File: config.mk
export PLATFORM = sky130hd
export DESIGN_NAME = bbx_exec
export DESIGN_NICKNAME = d
export VERILOG_FILES = /design/src/logic/bbx_pkg.sv /design/src/logic/bbx_exec.sv
export SDC_FILE = /design/constraint.sdc
export NUM_CORES = 1
export LEC_CHECK = 0
export BUFFER_PORTS_ARGS = -buffer_cell sky130_fd_sc_hd__buf_4
export CAP_MARGIN = 10
export CORE_ASPECT_RATIO = 1.4
export CORE_MARGIN = 5
export CORE_UTILIZATION = 36
export CTS_CLUSTER_DIAMETER = 120
export CTS_CLUSTER_SIZE = 16
export DETAILED_ROUTE_END_ITERATION = 6
export PLACE_DENSITY = 0.49
export SYNTH_ARGS = -nofsm -noshare
export SYNTH_HDL_FRONTEND = slang
export SYNTH_SLANG_ARGS = --single-unit
File: constraint.sdc
create_clock -name i_clk -period 3.8 [get_ports i_clk]
set_clock_uncertainty 0.1 [all_clocks]
set_input_delay 0.76 -clock i_clk [delete_from_list [all_inputs] [get_ports i_clk]]
set_output_delay 0.76 -clock i_clk [all_outputs]
set_load 0.01 [all_outputs]
File: src/logic/bbx_pkg.sv
`default_nettype none
package bbx_pkg;

    // ------------------------------------------------------------------
    // Widths and reset values
    // ------------------------------------------------------------------
    localparam int PC_W = 12;
    localparam int DS_AW = 8;
    localparam int DATA_W = 8;
    localparam int STACK_DEPTH = 6;
    localparam int SP_W = 3;
    localparam logic [PC_W-1:0] RESET_PC = 12'h000;
    localparam logic [SP_W-1:0] STACK_LAST = 3'h5;

    // ------------------------------------------------------------------
    // Opcode fields
    // ------------------------------------------------------------------
    localparam int COND_LSB = 0;
    localparam int REL_DISP_LSB = 3;
    localparam int BIT_POLARITY_POS = 4;
    localparam int ADDR_HI_LSB = 4;
    localparam logic [2:0] COND_NZ = 3'h0;
    localparam logic [2:0] COND_NC = 3'h2;
    localparam logic [2:0] COND_Z = 3'h4;
    localparam logic [2:0] COND_C = 3'h6;
    localparam logic [3:0] COL_CALL = 4'h1;
    localparam logic [3:0] COL_BTEST = 4'h3;
    localparam logic [3:0] COL_JUMP = 4'h9;
    localparam logic [3:0] COL_BMOD = 4'hB;
    localparam logic [7:0] OP_IDLE_CYCLE = 8'h2D;
    localparam logic [7:0] OP_SUB_EXIT = 8'hCD;
    localparam logic [7:0] OP_INT_EXIT = 8'h4D;
    localparam logic [7:0] OP_HALT_CLOCK = 8'h6D;
    localparam logic [7:0] OP_IDLE_UNTIL_INT = 8'hED;

    // ------------------------------------------------------------------
    // Program counter steps
    // ------------------------------------------------------------------
    localparam logic [PC_W-1:0] LEN_ONE = 12'h001;
    localparam logic [PC_W-1:0] LEN_TWO = 12'h002;
    localparam logic [PC_W-1:0] LEN_THREE = 12'h003;

    // ------------------------------------------------------------------
    // Types
    // ------------------------------------------------------------------
    typedef enum {ST_FETCH, ST_DECODE, ST_ARG, ST_MEM, ST_PAD, ST_SLEEP} bbx_state_t;
    typedef enum {K_ILLEGAL, K_REL, K_BTEST, K_BMOD, K_JUMP, K_CALL, K_IDLE_CYCLE,
                  K_SUB_EXIT, K_INT_EXIT, K_HALT_CLOCK, K_IDLE_UNTIL_INT} bbx_kind_t;

    typedef struct packed {
        logic zero;
        logic carry;
    } bbx_flags_t;

    typedef struct packed {
        logic [DS_AW-1:0] addr;
        logic [DATA_W-1:0] wdata;
        logic rd;
        logic wr;
    } bbx_ds_req_t;

endpackage
`default_nettype wire

File: src/logic/bbx_exec.sv
`timescale 1ns/100ps
`default_nettype none
// Functional notes
// - Carry/no-carry/zero/nonzero one-byte branches take 2 cycles, flags untouched.
// - Short branch displacement is 5-bit signed, reaching -15 to +16 from instruction.
// - Bit-test branches: three bytes, 5 cycles, reach -126 to +129 from instruction.
// - Bit-test branch copies tested bit into carry always; zero stays.
// - Bit set/clear on any data byte, two bytes, 4 cycles, flags untouched.
// - Control instructions are one byte; all but halt and idle-until-interrupt take 2 cycles; only interrupt exit changes flags.
// - With watchdog selected, halt is replaced by idle-until-interrupt.
// - Long jump and call are two bytes, 4 cycles, 12-bit target, flags untouched.
// - Short branch opcode holds a condition field and a 5-bit two's-complement displacement field.
// - Bit number comes from opcode, byte address from the following byte.
module bbx_exec (
    input wire logic i_clk,
    input wire logic i_sys_rst,
    output logic [bbx_pkg::PC_W-1:0] o_pm_addr,
    input wire logic [bbx_pkg::DATA_W-1:0] i_pm_data,
    output bbx_pkg::bbx_ds_req_t o_ds,
    input wire logic [bbx_pkg::DATA_W-1:0] i_ds_rdata,
    output bbx_pkg::bbx_flags_t o_flags,
    input wire bbx_pkg::bbx_flags_t i_interrupt_exit_instr_flags,
    input wire logic i_wdg_sel,
    input wire logic i_wake,
    output logic o_halted,
    output logic o_idling
);

    // ------------------------------------------------------------------
    // Helpers
    // ------------------------------------------------------------------
    function automatic bbx_pkg::bbx_kind_t classify(input logic [7:0] op);
        bbx_pkg::bbx_kind_t k;
        k = bbx_pkg::K_ILLEGAL;
        if (op[0] == 1'b0 && (op[2:0] == bbx_pkg::COND_NZ || op[2:0] == bbx_pkg::COND_NC ||
            op[2:0] == bbx_pkg::COND_Z || op[2:0] == bbx_pkg::COND_C)) begin
            k = bbx_pkg::K_REL;
        end else if (op[3:0] == bbx_pkg::COL_BTEST) begin
            k = bbx_pkg::K_BTEST;
        end else if (op[3:0] == bbx_pkg::COL_BMOD) begin
            k = bbx_pkg::K_BMOD;
        end else if (op[3:0] == bbx_pkg::COL_JUMP) begin
            k = bbx_pkg::K_JUMP;
        end else if (op[3:0] == bbx_pkg::COL_CALL) begin
            k = bbx_pkg::K_CALL;
        end else if (op == bbx_pkg::OP_IDLE_CYCLE) begin
            k = bbx_pkg::K_IDLE_CYCLE;
        end else if (op == bbx_pkg::OP_SUB_EXIT) begin
            k = bbx_pkg::K_SUB_EXIT;
        end else if (op == bbx_pkg::OP_INT_EXIT) begin
            k = bbx_pkg::K_INT_EXIT;
        end else if (op == bbx_pkg::OP_HALT_CLOCK) begin
            k = bbx_pkg::K_HALT_CLOCK;
        end else if (op == bbx_pkg::OP_IDLE_UNTIL_INT) begin
            k = bbx_pkg::K_IDLE_UNTIL_INT;
        end
        return k;
    endfunction

    // Bit numbers are laid out bit-reversed across the opcode rows.
    function automatic logic [2:0] bit_index(input logic [7:0] op);
        return {op[5], op[6], op[7]};
    endfunction

    // Addition wraps naturally inside the program space.
    function automatic logic [bbx_pkg::PC_W-1:0] rel_target(
        input logic [bbx_pkg::PC_W-1:0] base,
        input logic [bbx_pkg::PC_W-1:0] len,
        input logic [bbx_pkg::PC_W-1:0] disp
    );
        return base + len + disp;
    endfunction

    // ------------------------------------------------------------------
    // State
    // ------------------------------------------------------------------
    bbx_pkg::bbx_state_t state_r;
    bbx_pkg::bbx_state_t state_nxt;
    bbx_pkg::bbx_kind_t kind_r;
    bbx_pkg::bbx_kind_t kind_now;
    logic [bbx_pkg::PC_W-1:0] pc_r;
    logic [bbx_pkg::PC_W-1:0] pc_nxt;
    logic [bbx_pkg::PC_W-1:0] pm_addr_r;
    logic [bbx_pkg::PC_W-1:0] pm_addr_nxt;
    logic [bbx_pkg::PC_W-1:0] target_r;
    logic [bbx_pkg::PC_W-1:0] target_nxt;
    logic [7:0] op_r;
    logic [bbx_pkg::PC_W-1:0] stack_r [bbx_pkg::STACK_DEPTH];
    logic [bbx_pkg::SP_W-1:0] sp_r;
    logic [bbx_pkg::PC_W-1:0] stack_top;
    bbx_pkg::bbx_flags_t flags_r;
    bbx_pkg::bbx_ds_req_t ds_r;
    logic halted_r;
    logic idling_r;
    logic rel_take;
    logic tested_bit;
    logic [bbx_pkg::PC_W-1:0] short_disp;
    logic [bbx_pkg::PC_W-1:0] long_disp;
    logic [2:0] cond;

    assign kind_now = classify(i_pm_data);
    assign cond = i_pm_data[bbx_pkg::COND_LSB +: 3];
    assign short_disp = {{7{i_pm_data[7]}}, i_pm_data[bbx_pkg::REL_DISP_LSB +: 5]};
    assign long_disp = {{4{i_pm_data[7]}}, i_pm_data};
    assign tested_bit = i_ds_rdata[bit_index(op_r)];
    assign stack_top = (sp_r == '0) ? stack_r[0] : stack_r[sp_r - 3'h1];

    always_comb begin
        unique case (cond)
            bbx_pkg::COND_NZ: rel_take = ~flags_r.zero;
            bbx_pkg::COND_Z: rel_take = flags_r.zero;
            bbx_pkg::COND_NC: rel_take = ~flags_r.carry;
            default: rel_take = flags_r.carry;
        endcase
    end

    // ------------------------------------------------------------------
    // Sequencer
    // ------------------------------------------------------------------
    always_comb begin
        state_nxt = state_r;
        pc_nxt = pc_r;
        pm_addr_nxt = pm_addr_r;
        target_nxt = target_r;
        unique case (state_r)
            bbx_pkg::ST_FETCH: begin
                // Prefetch the operand byte so two-byte forms need no stall.
                pm_addr_nxt = pc_r + bbx_pkg::LEN_ONE;
                state_nxt = bbx_pkg::ST_DECODE;
            end
            bbx_pkg::ST_DECODE: begin
                unique case (kind_now)
                    bbx_pkg::K_REL: begin
                        pc_nxt = rel_take ? rel_target(pc_r, bbx_pkg::LEN_ONE, short_disp)
                                          : pc_r + bbx_pkg::LEN_ONE;
                        state_nxt = bbx_pkg::ST_FETCH;
                    end
                    bbx_pkg::K_SUB_EXIT, bbx_pkg::K_INT_EXIT: begin
                        pc_nxt = stack_top;
                        state_nxt = bbx_pkg::ST_FETCH;
                    end
                    bbx_pkg::K_HALT_CLOCK, bbx_pkg::K_IDLE_UNTIL_INT: begin
                        pc_nxt = pc_r + bbx_pkg::LEN_ONE;
                        state_nxt = bbx_pkg::ST_SLEEP;
                    end
                    bbx_pkg::K_BTEST, bbx_pkg::K_BMOD, bbx_pkg::K_JUMP, bbx_pkg::K_CALL: begin
                        pm_addr_nxt = pc_r + bbx_pkg::LEN_TWO;
                        state_nxt = bbx_pkg::ST_ARG;
                    end
                    default: begin
                        pc_nxt = pc_r + bbx_pkg::LEN_ONE;
                        state_nxt = bbx_pkg::ST_FETCH;
                    end
                endcase
            end
            bbx_pkg::ST_ARG: begin
                if (kind_r == bbx_pkg::K_JUMP || kind_r == bbx_pkg::K_CALL) begin
                    target_nxt = {op_r[bbx_pkg::ADDR_HI_LSB +: 4], i_pm_data};
                    state_nxt = bbx_pkg::ST_PAD;
                end else begin
                    state_nxt = bbx_pkg::ST_MEM;
                end
            end
            bbx_pkg::ST_MEM: begin
                if (kind_r == bbx_pkg::K_BTEST) begin
                    target_nxt = (tested_bit == op_r[bbx_pkg::BIT_POLARITY_POS])
                               ? rel_target(pc_r, bbx_pkg::LEN_TWO, long_disp)
                               : pc_r + bbx_pkg::LEN_THREE;
                    state_nxt = bbx_pkg::ST_PAD;
                end else begin
                    pc_nxt = pc_r + bbx_pkg::LEN_TWO;
                    state_nxt = bbx_pkg::ST_FETCH;
                end
            end
            bbx_pkg::ST_PAD: begin
                pc_nxt = target_r;
                state_nxt = bbx_pkg::ST_FETCH;
            end
            bbx_pkg::ST_SLEEP: begin
                if (i_wake) begin
                    state_nxt = bbx_pkg::ST_FETCH;
                end
            end
        endcase
        if (state_nxt == bbx_pkg::ST_FETCH) begin
            pm_addr_nxt = pc_nxt;
        end
    end

    always_ff @(posedge i_clk) begin
        if (i_sys_rst) begin
            state_r <= bbx_pkg::ST_FETCH;
            pc_r <= bbx_pkg::RESET_PC;
            pm_addr_r <= bbx_pkg::RESET_PC;
            target_r <= bbx_pkg::RESET_PC;
            op_r <= 8'h00;
            kind_r <= bbx_pkg::K_ILLEGAL;
        end else begin
            state_r <= state_nxt;
            pc_r <= pc_nxt;
            pm_addr_r <= pm_addr_nxt;
            target_r <= target_nxt;
            if (state_r == bbx_pkg::ST_DECODE) begin
                op_r <= i_pm_data;
                kind_r <= kind_now;
            end
        end
    end

    // ------------------------------------------------------------------
    // Return stack
    // ------------------------------------------------------------------
    // A full stack keeps overwriting its top entry rather than wrapping around.
    always_ff @(posedge i_clk) begin
        if (i_sys_rst) begin
            sp_r <= '0;
            for (int i = 0; i < bbx_pkg::STACK_DEPTH; i++) begin
                stack_r[i] <= bbx_pkg::RESET_PC;
            end
        end else if (state_r == bbx_pkg::ST_ARG && kind_r == bbx_pkg::K_CALL) begin
            stack_r[(sp_r > bbx_pkg::STACK_LAST) ? bbx_pkg::STACK_LAST : sp_r] <= pc_r + bbx_pkg::LEN_TWO;
            if (sp_r <= bbx_pkg::STACK_LAST) begin
                sp_r <= sp_r + 3'h1;
            end
        end else if (state_r == bbx_pkg::ST_DECODE &&
                     (kind_now == bbx_pkg::K_SUB_EXIT || kind_now == bbx_pkg::K_INT_EXIT)) begin
            if (sp_r != '0) begin
                sp_r <= sp_r - 3'h1;
            end
        end
    end

    // ------------------------------------------------------------------
    // Flags
    // ------------------------------------------------------------------
    always_ff @(posedge i_clk) begin
        if (i_sys_rst) begin
            flags_r <= '0;
        end else if (state_r == bbx_pkg::ST_DECODE && kind_now == bbx_pkg::K_INT_EXIT) begin
            flags_r <= i_interrupt_exit_instr_flags;
        end else if (state_r == bbx_pkg::ST_MEM && kind_r == bbx_pkg::K_BTEST) begin
            flags_r.carry <= tested_bit;
        end
    end

    // ------------------------------------------------------------------
    // Data space access
    // ------------------------------------------------------------------
    // Bit modify is a full read-modify-write of the byte, so other bits of
    // registers with side effects on access may be disturbed.
    always_ff @(posedge i_clk) begin
        if (i_sys_rst) begin
            ds_r <= '0;
        end else begin
            ds_r.wr <= 1'b0;
            ds_r.rd <= 1'b0;
            if (state_r == bbx_pkg::ST_ARG &&
                (kind_r == bbx_pkg::K_BTEST || kind_r == bbx_pkg::K_BMOD)) begin
                ds_r.addr <= i_pm_data;
                ds_r.rd <= 1'b1;
            end
            if (state_r == bbx_pkg::ST_MEM && kind_r == bbx_pkg::K_BMOD) begin
                ds_r.wdata <= i_ds_rdata;
                ds_r.wdata[bit_index(op_r)] <= op_r[bbx_pkg::BIT_POLARITY_POS];
                ds_r.wr <= 1'b1;
            end
        end
    end

    // ------------------------------------------------------------------
    // Power modes
    // ------------------------------------------------------------------
    always_ff @(posedge i_clk) begin
        if (i_sys_rst) begin
            halted_r <= 1'b0;
            idling_r <= 1'b0;
        end else if (state_r == bbx_pkg::ST_DECODE && kind_now == bbx_pkg::K_HALT_CLOCK) begin
            halted_r <= ~i_wdg_sel;
            idling_r <= i_wdg_sel;
        end else if (state_r == bbx_pkg::ST_DECODE && kind_now == bbx_pkg::K_IDLE_UNTIL_INT) begin
            idling_r <= 1'b1;
        end else if (state_r == bbx_pkg::ST_SLEEP && i_wake) begin
            halted_r <= 1'b0;
            idling_r <= 1'b0;
        end
    end

    assign o_pm_addr = pm_addr_r;
    assign o_ds = ds_r;
    assign o_flags = flags_r;
    assign o_halted = halted_r;
    assign o_idling = idling_r;

endmodule
`default_nettype wire

==> results.tsv <==
stage	metric	value	unit
clock_network	cts-root-buf	clkbuf_16	
critical_path	crit_arrival	3.78	ns
yosys	synth_seq_cells	197	
floorplan	core	0.02975	mm2
power	p_leak	4.717	nW
hold_path	hold_path.class	reg -> reg	
timing	hold_viol	0	
yosys	synth_compound_area_frac	0.1374	
clock_network	cts_sinks	197	
grt	grt_max_degree	46	
clock_network	cts_hold_buffers	0	
layout	layout.cells.non_filler	1540	
job	drv_cap	0	
layout	final_cell_mix	nor2_1, dfxtp_1, buf_4	
drt	viasPerCell	5.484	
clock_network	clk_latency	0.46	ns
grt	grt_pass1_wl	51880	um
critical_path	path_cells	ha_2 > nand2_1 > nor2_1 > xor2_1 > ha_1 > o21ai_0 > nand2b_1 > a2111o_1 > and4_1 > o311ai_0 > nor4b_2 > a31oi_1	
grt	grt_overflow	0	
timing	setup_ws	0.2417	ns
floorplan	std_cell_rows	75	
drt	wl_per_cell	22.52	um
drt	first_iter_violations	598	
place	placed_cell_area	0.01178	mm2
yosys	netlist_instances	1066	
clock_network	clk_pin_slew	0.08	ns
yosys	synth_edf_count	96	
yosys	seq_area_frac_synth	0.4552	
place	gp_congestion	0.9597	
timing	final.period_utilization	0.9364	
timing	slew_headroom	0.5044	
yosys	synth_top_family_by_area	simple AND/OR/NAND/NOR gates	
timing	fmax	281.0	MHz
critical_path	cp-start-kind	flop	
drt	antenna_left	0	
critical_path	cp.required	4.03	ns
place	dp.cells	1507	
yosys	synth-simple-area-share	0.1843	
status	status	completed	
layout	n_fill_cell	2917	
floorplan	pin_count	56	
grt	track_usage	0.2070	
place	hpwlAfterDp	25860	um
yosys	syn_avg_cell_area	10.11	um2
yosys	async_flop_share	0	
floorplan	die_area	0.03354	mm2
grt	antenna_found_initial	0	
clock_network	cts_buffers	17	
yosys	synth_area	0.01077	mm2
grt	grt_pass1_vias	8406	
floorplan	start_util	0.3622	
yosys	synthAdderAreaFrac	0.03856	
power	ir_drop	0.2676	mV
yosys	synth-xor-area-share	0.05017	
drt	drcViolationCount	0	
timing	hold_slack	0.3581	ns
clock_network	cts.path.max_buffers	2	
layout	nNetsFinal	1195	
place	port_buffers	55	
timing	finalSetupViolations	0	
yosys	synth.mux.area_fraction	0.09151	
clock_network	cts_tree	done	
layout	layout.cells.most_common	nor2_1	
layout	drive_gt1_frac	0.1629	
yosys	yosys_warnings	0	
layout	area_growth	14.89	%
place	post-place-ws	0.2646	ns
yosys	synth_flop_cell	dfxtp_1	
floorplan	dieHeight	214.7	um
timing	grt_setup_unrepaired	no	
critical_path	path_max_fanout	8	
timing	fin_crit	3.558	ns
critical_path	critPathSlowestCell	dfxtp_1	
power	powerDensity	356.2	mW/mm2
drt	firstDrtPassIters	5	
critical_path	endpoint_kind	flop	
critical_path	path_class	reg -> reg	
timing	report.final.slew_viol_count	0	
drt	num_vias	8445	
yosys	synthDistinctLibCells	85	
timing	setup-tns-final	0	ns
critical_path	critical-path-max-stage-delay	0.49	ns
clock_network	htreeDepth	4	
drt	wl	34690	um
floorplan	die_x	156.2	um
timing	tightest_slew	0.7415	ns
layout	final_cell_area	0.01238	mm2
-- synthesized netlist by cell type, drive strengths merged, types with 17 or more instances --
| cell type | count | area share |
|---|---|---|
| dfxtp | 101 | 0.19 |
| o21ai | 28 | 0.014 |
| nor3 | 27 | 0.015 |
| and2 | 17 | 0.0099 |
| buf | 33 | 0.017 |
| xor2 | 26 | 0.021 |
| edfxtp | 96 | 0.27 |
| inv | 34 | 0.012 |
| o211ai | 20 | 0.014 |
| mux4 | 24 | 0.050 |
| a21oi | 49 | 0.023 |
| nand3 | 22 | 0.011 |
| xnor2 | 31 | 0.027 |
| a211oi | 25 | 0.018 |
| and3 | 19 | 0.011 |
| ha | 30 | 0.035 |
| mux2i | 40 | 0.037 |
| nor2 | 151 | 0.054 |
| clkbuf | 38 | 0.013 |
| nand2 | 91 | 0.032 |
-- kinds of logic (layout without fill, tap and decap cells) --
kind of cell             Yosys count  in the layout
adder cells (fa/ha/maj)           32             32
flip-flops                       197            197
multiplexers                      68             68
other                              1             30
AO/OA/AOI/OAI                    208            208
buffers and inverters            105            165
AND/OR/NAND/NOR                  397            397
XOR/XNOR                          58             58
-- what timing repair did --
item                                    in CTS  in global routing
resized for setup                            0                  1
setup buffers                                0                  0
endpoints found under the setup margin       0                  3
hold endpoints to repair                     0                  0
-- worst max-delay path: cells and delay by family (launching register included) --
family | cells | cell delay (ns)
and+or+nand+nor | 5 | 0.94
adders and majority gates | 2 | 0.65
DFF | 1 | 0.49
AOI/OAI and AO/OA | 4 | 0.92
xor gates and xnor gates | 1 | 0.31
-- sequential cells by signal, indices dropped and copies added (netlist names) --
register   cells
kind_r         4
o_ds          18
o_flags        2
o_halted       1
o_idling       1
o_pm_addr     12
op_r           4
pc_r          12
sp_r           3
stack_r       96
state_r       32
target_r      12
-- per-stage QoR --
| stage | util | total power, mW |
|---|---|---|
| after floorplan | - | 2.476 |
| after global placement | 0.3960 | 2.564 |
| after detailed placement | 0.3960 | 2.564 |
| after CTS | 0.4159 | 4.459 |
| after global routing | 0.4160 | 4.551 |
| final | 0.4161 | 4.409 |
-- power by group --
group          switching, mW  total [mW]  leakage (nW)  internal (mW)
clock network          0.904        1.89         0.287          0.990
registers             0.0206        2.29          1.67           2.27
logic                  0.141       0.223          2.76         0.0821
total                   1.07        4.41          4.72           3.34
-- path summary, 6_finish.rpt --
| path | from | endpoint | slack (ns) | depth (start not counted) |
|---|---|---|---|---|
| max | pc_r[1]$_SDFF_PP0_ | o_pm_addr[11]$_SDFFE_PP0P_ | 0.24 | 12 |
| min | target_r[0]$_SDFFE_PP0P_ | target_r[0]$_SDFFE_PP0P_ | 0.36 | 2 |
| min reg2reg | target_r[0]$_SDFFE_PP0P_ | target_r[0]$_SDFFE_PP0P_ | 0.36 | 2 |
| max reg2reg | pc_r[1]$_SDFF_PP0_ | o_pm_addr[11]$_SDFFE_PP0P_ | 0.24 | 12 |
-- layout make-up --
type / count / area [um2] / area share
multi-input cells: 792 / 5525 / 0.4464
clock buffers: 17 / 425.4 / 0.03437
well taps: 385 / 481.7 / 0.03892
diodes: 1 / 2.502 / 0.0002022
flip-flops and latches: 197 / 4906 / 0.3963
clock inverters: 15 / 166.4 / 0.01344
repair buffers: 99 / 743.2 / 0.06004
inverters: 34 / 127.6 / 0.01031
-- metal layers --
| layer | GRT usage | share of wire | routed length [um] |
|---|---|---|---|
| met5 | 0 | 0 | 0 |
| met4 | 0.09059 | 0.041 | 1425 |
| met3 | 0.03341 | 0.036 | 1253 |
| met2 | 0.3771 | 0.53 | 18350 |
| met1 | 0.2354 | 0.39 | 13660 |
No activity file was read; power rests on OpenSTA's default activity.
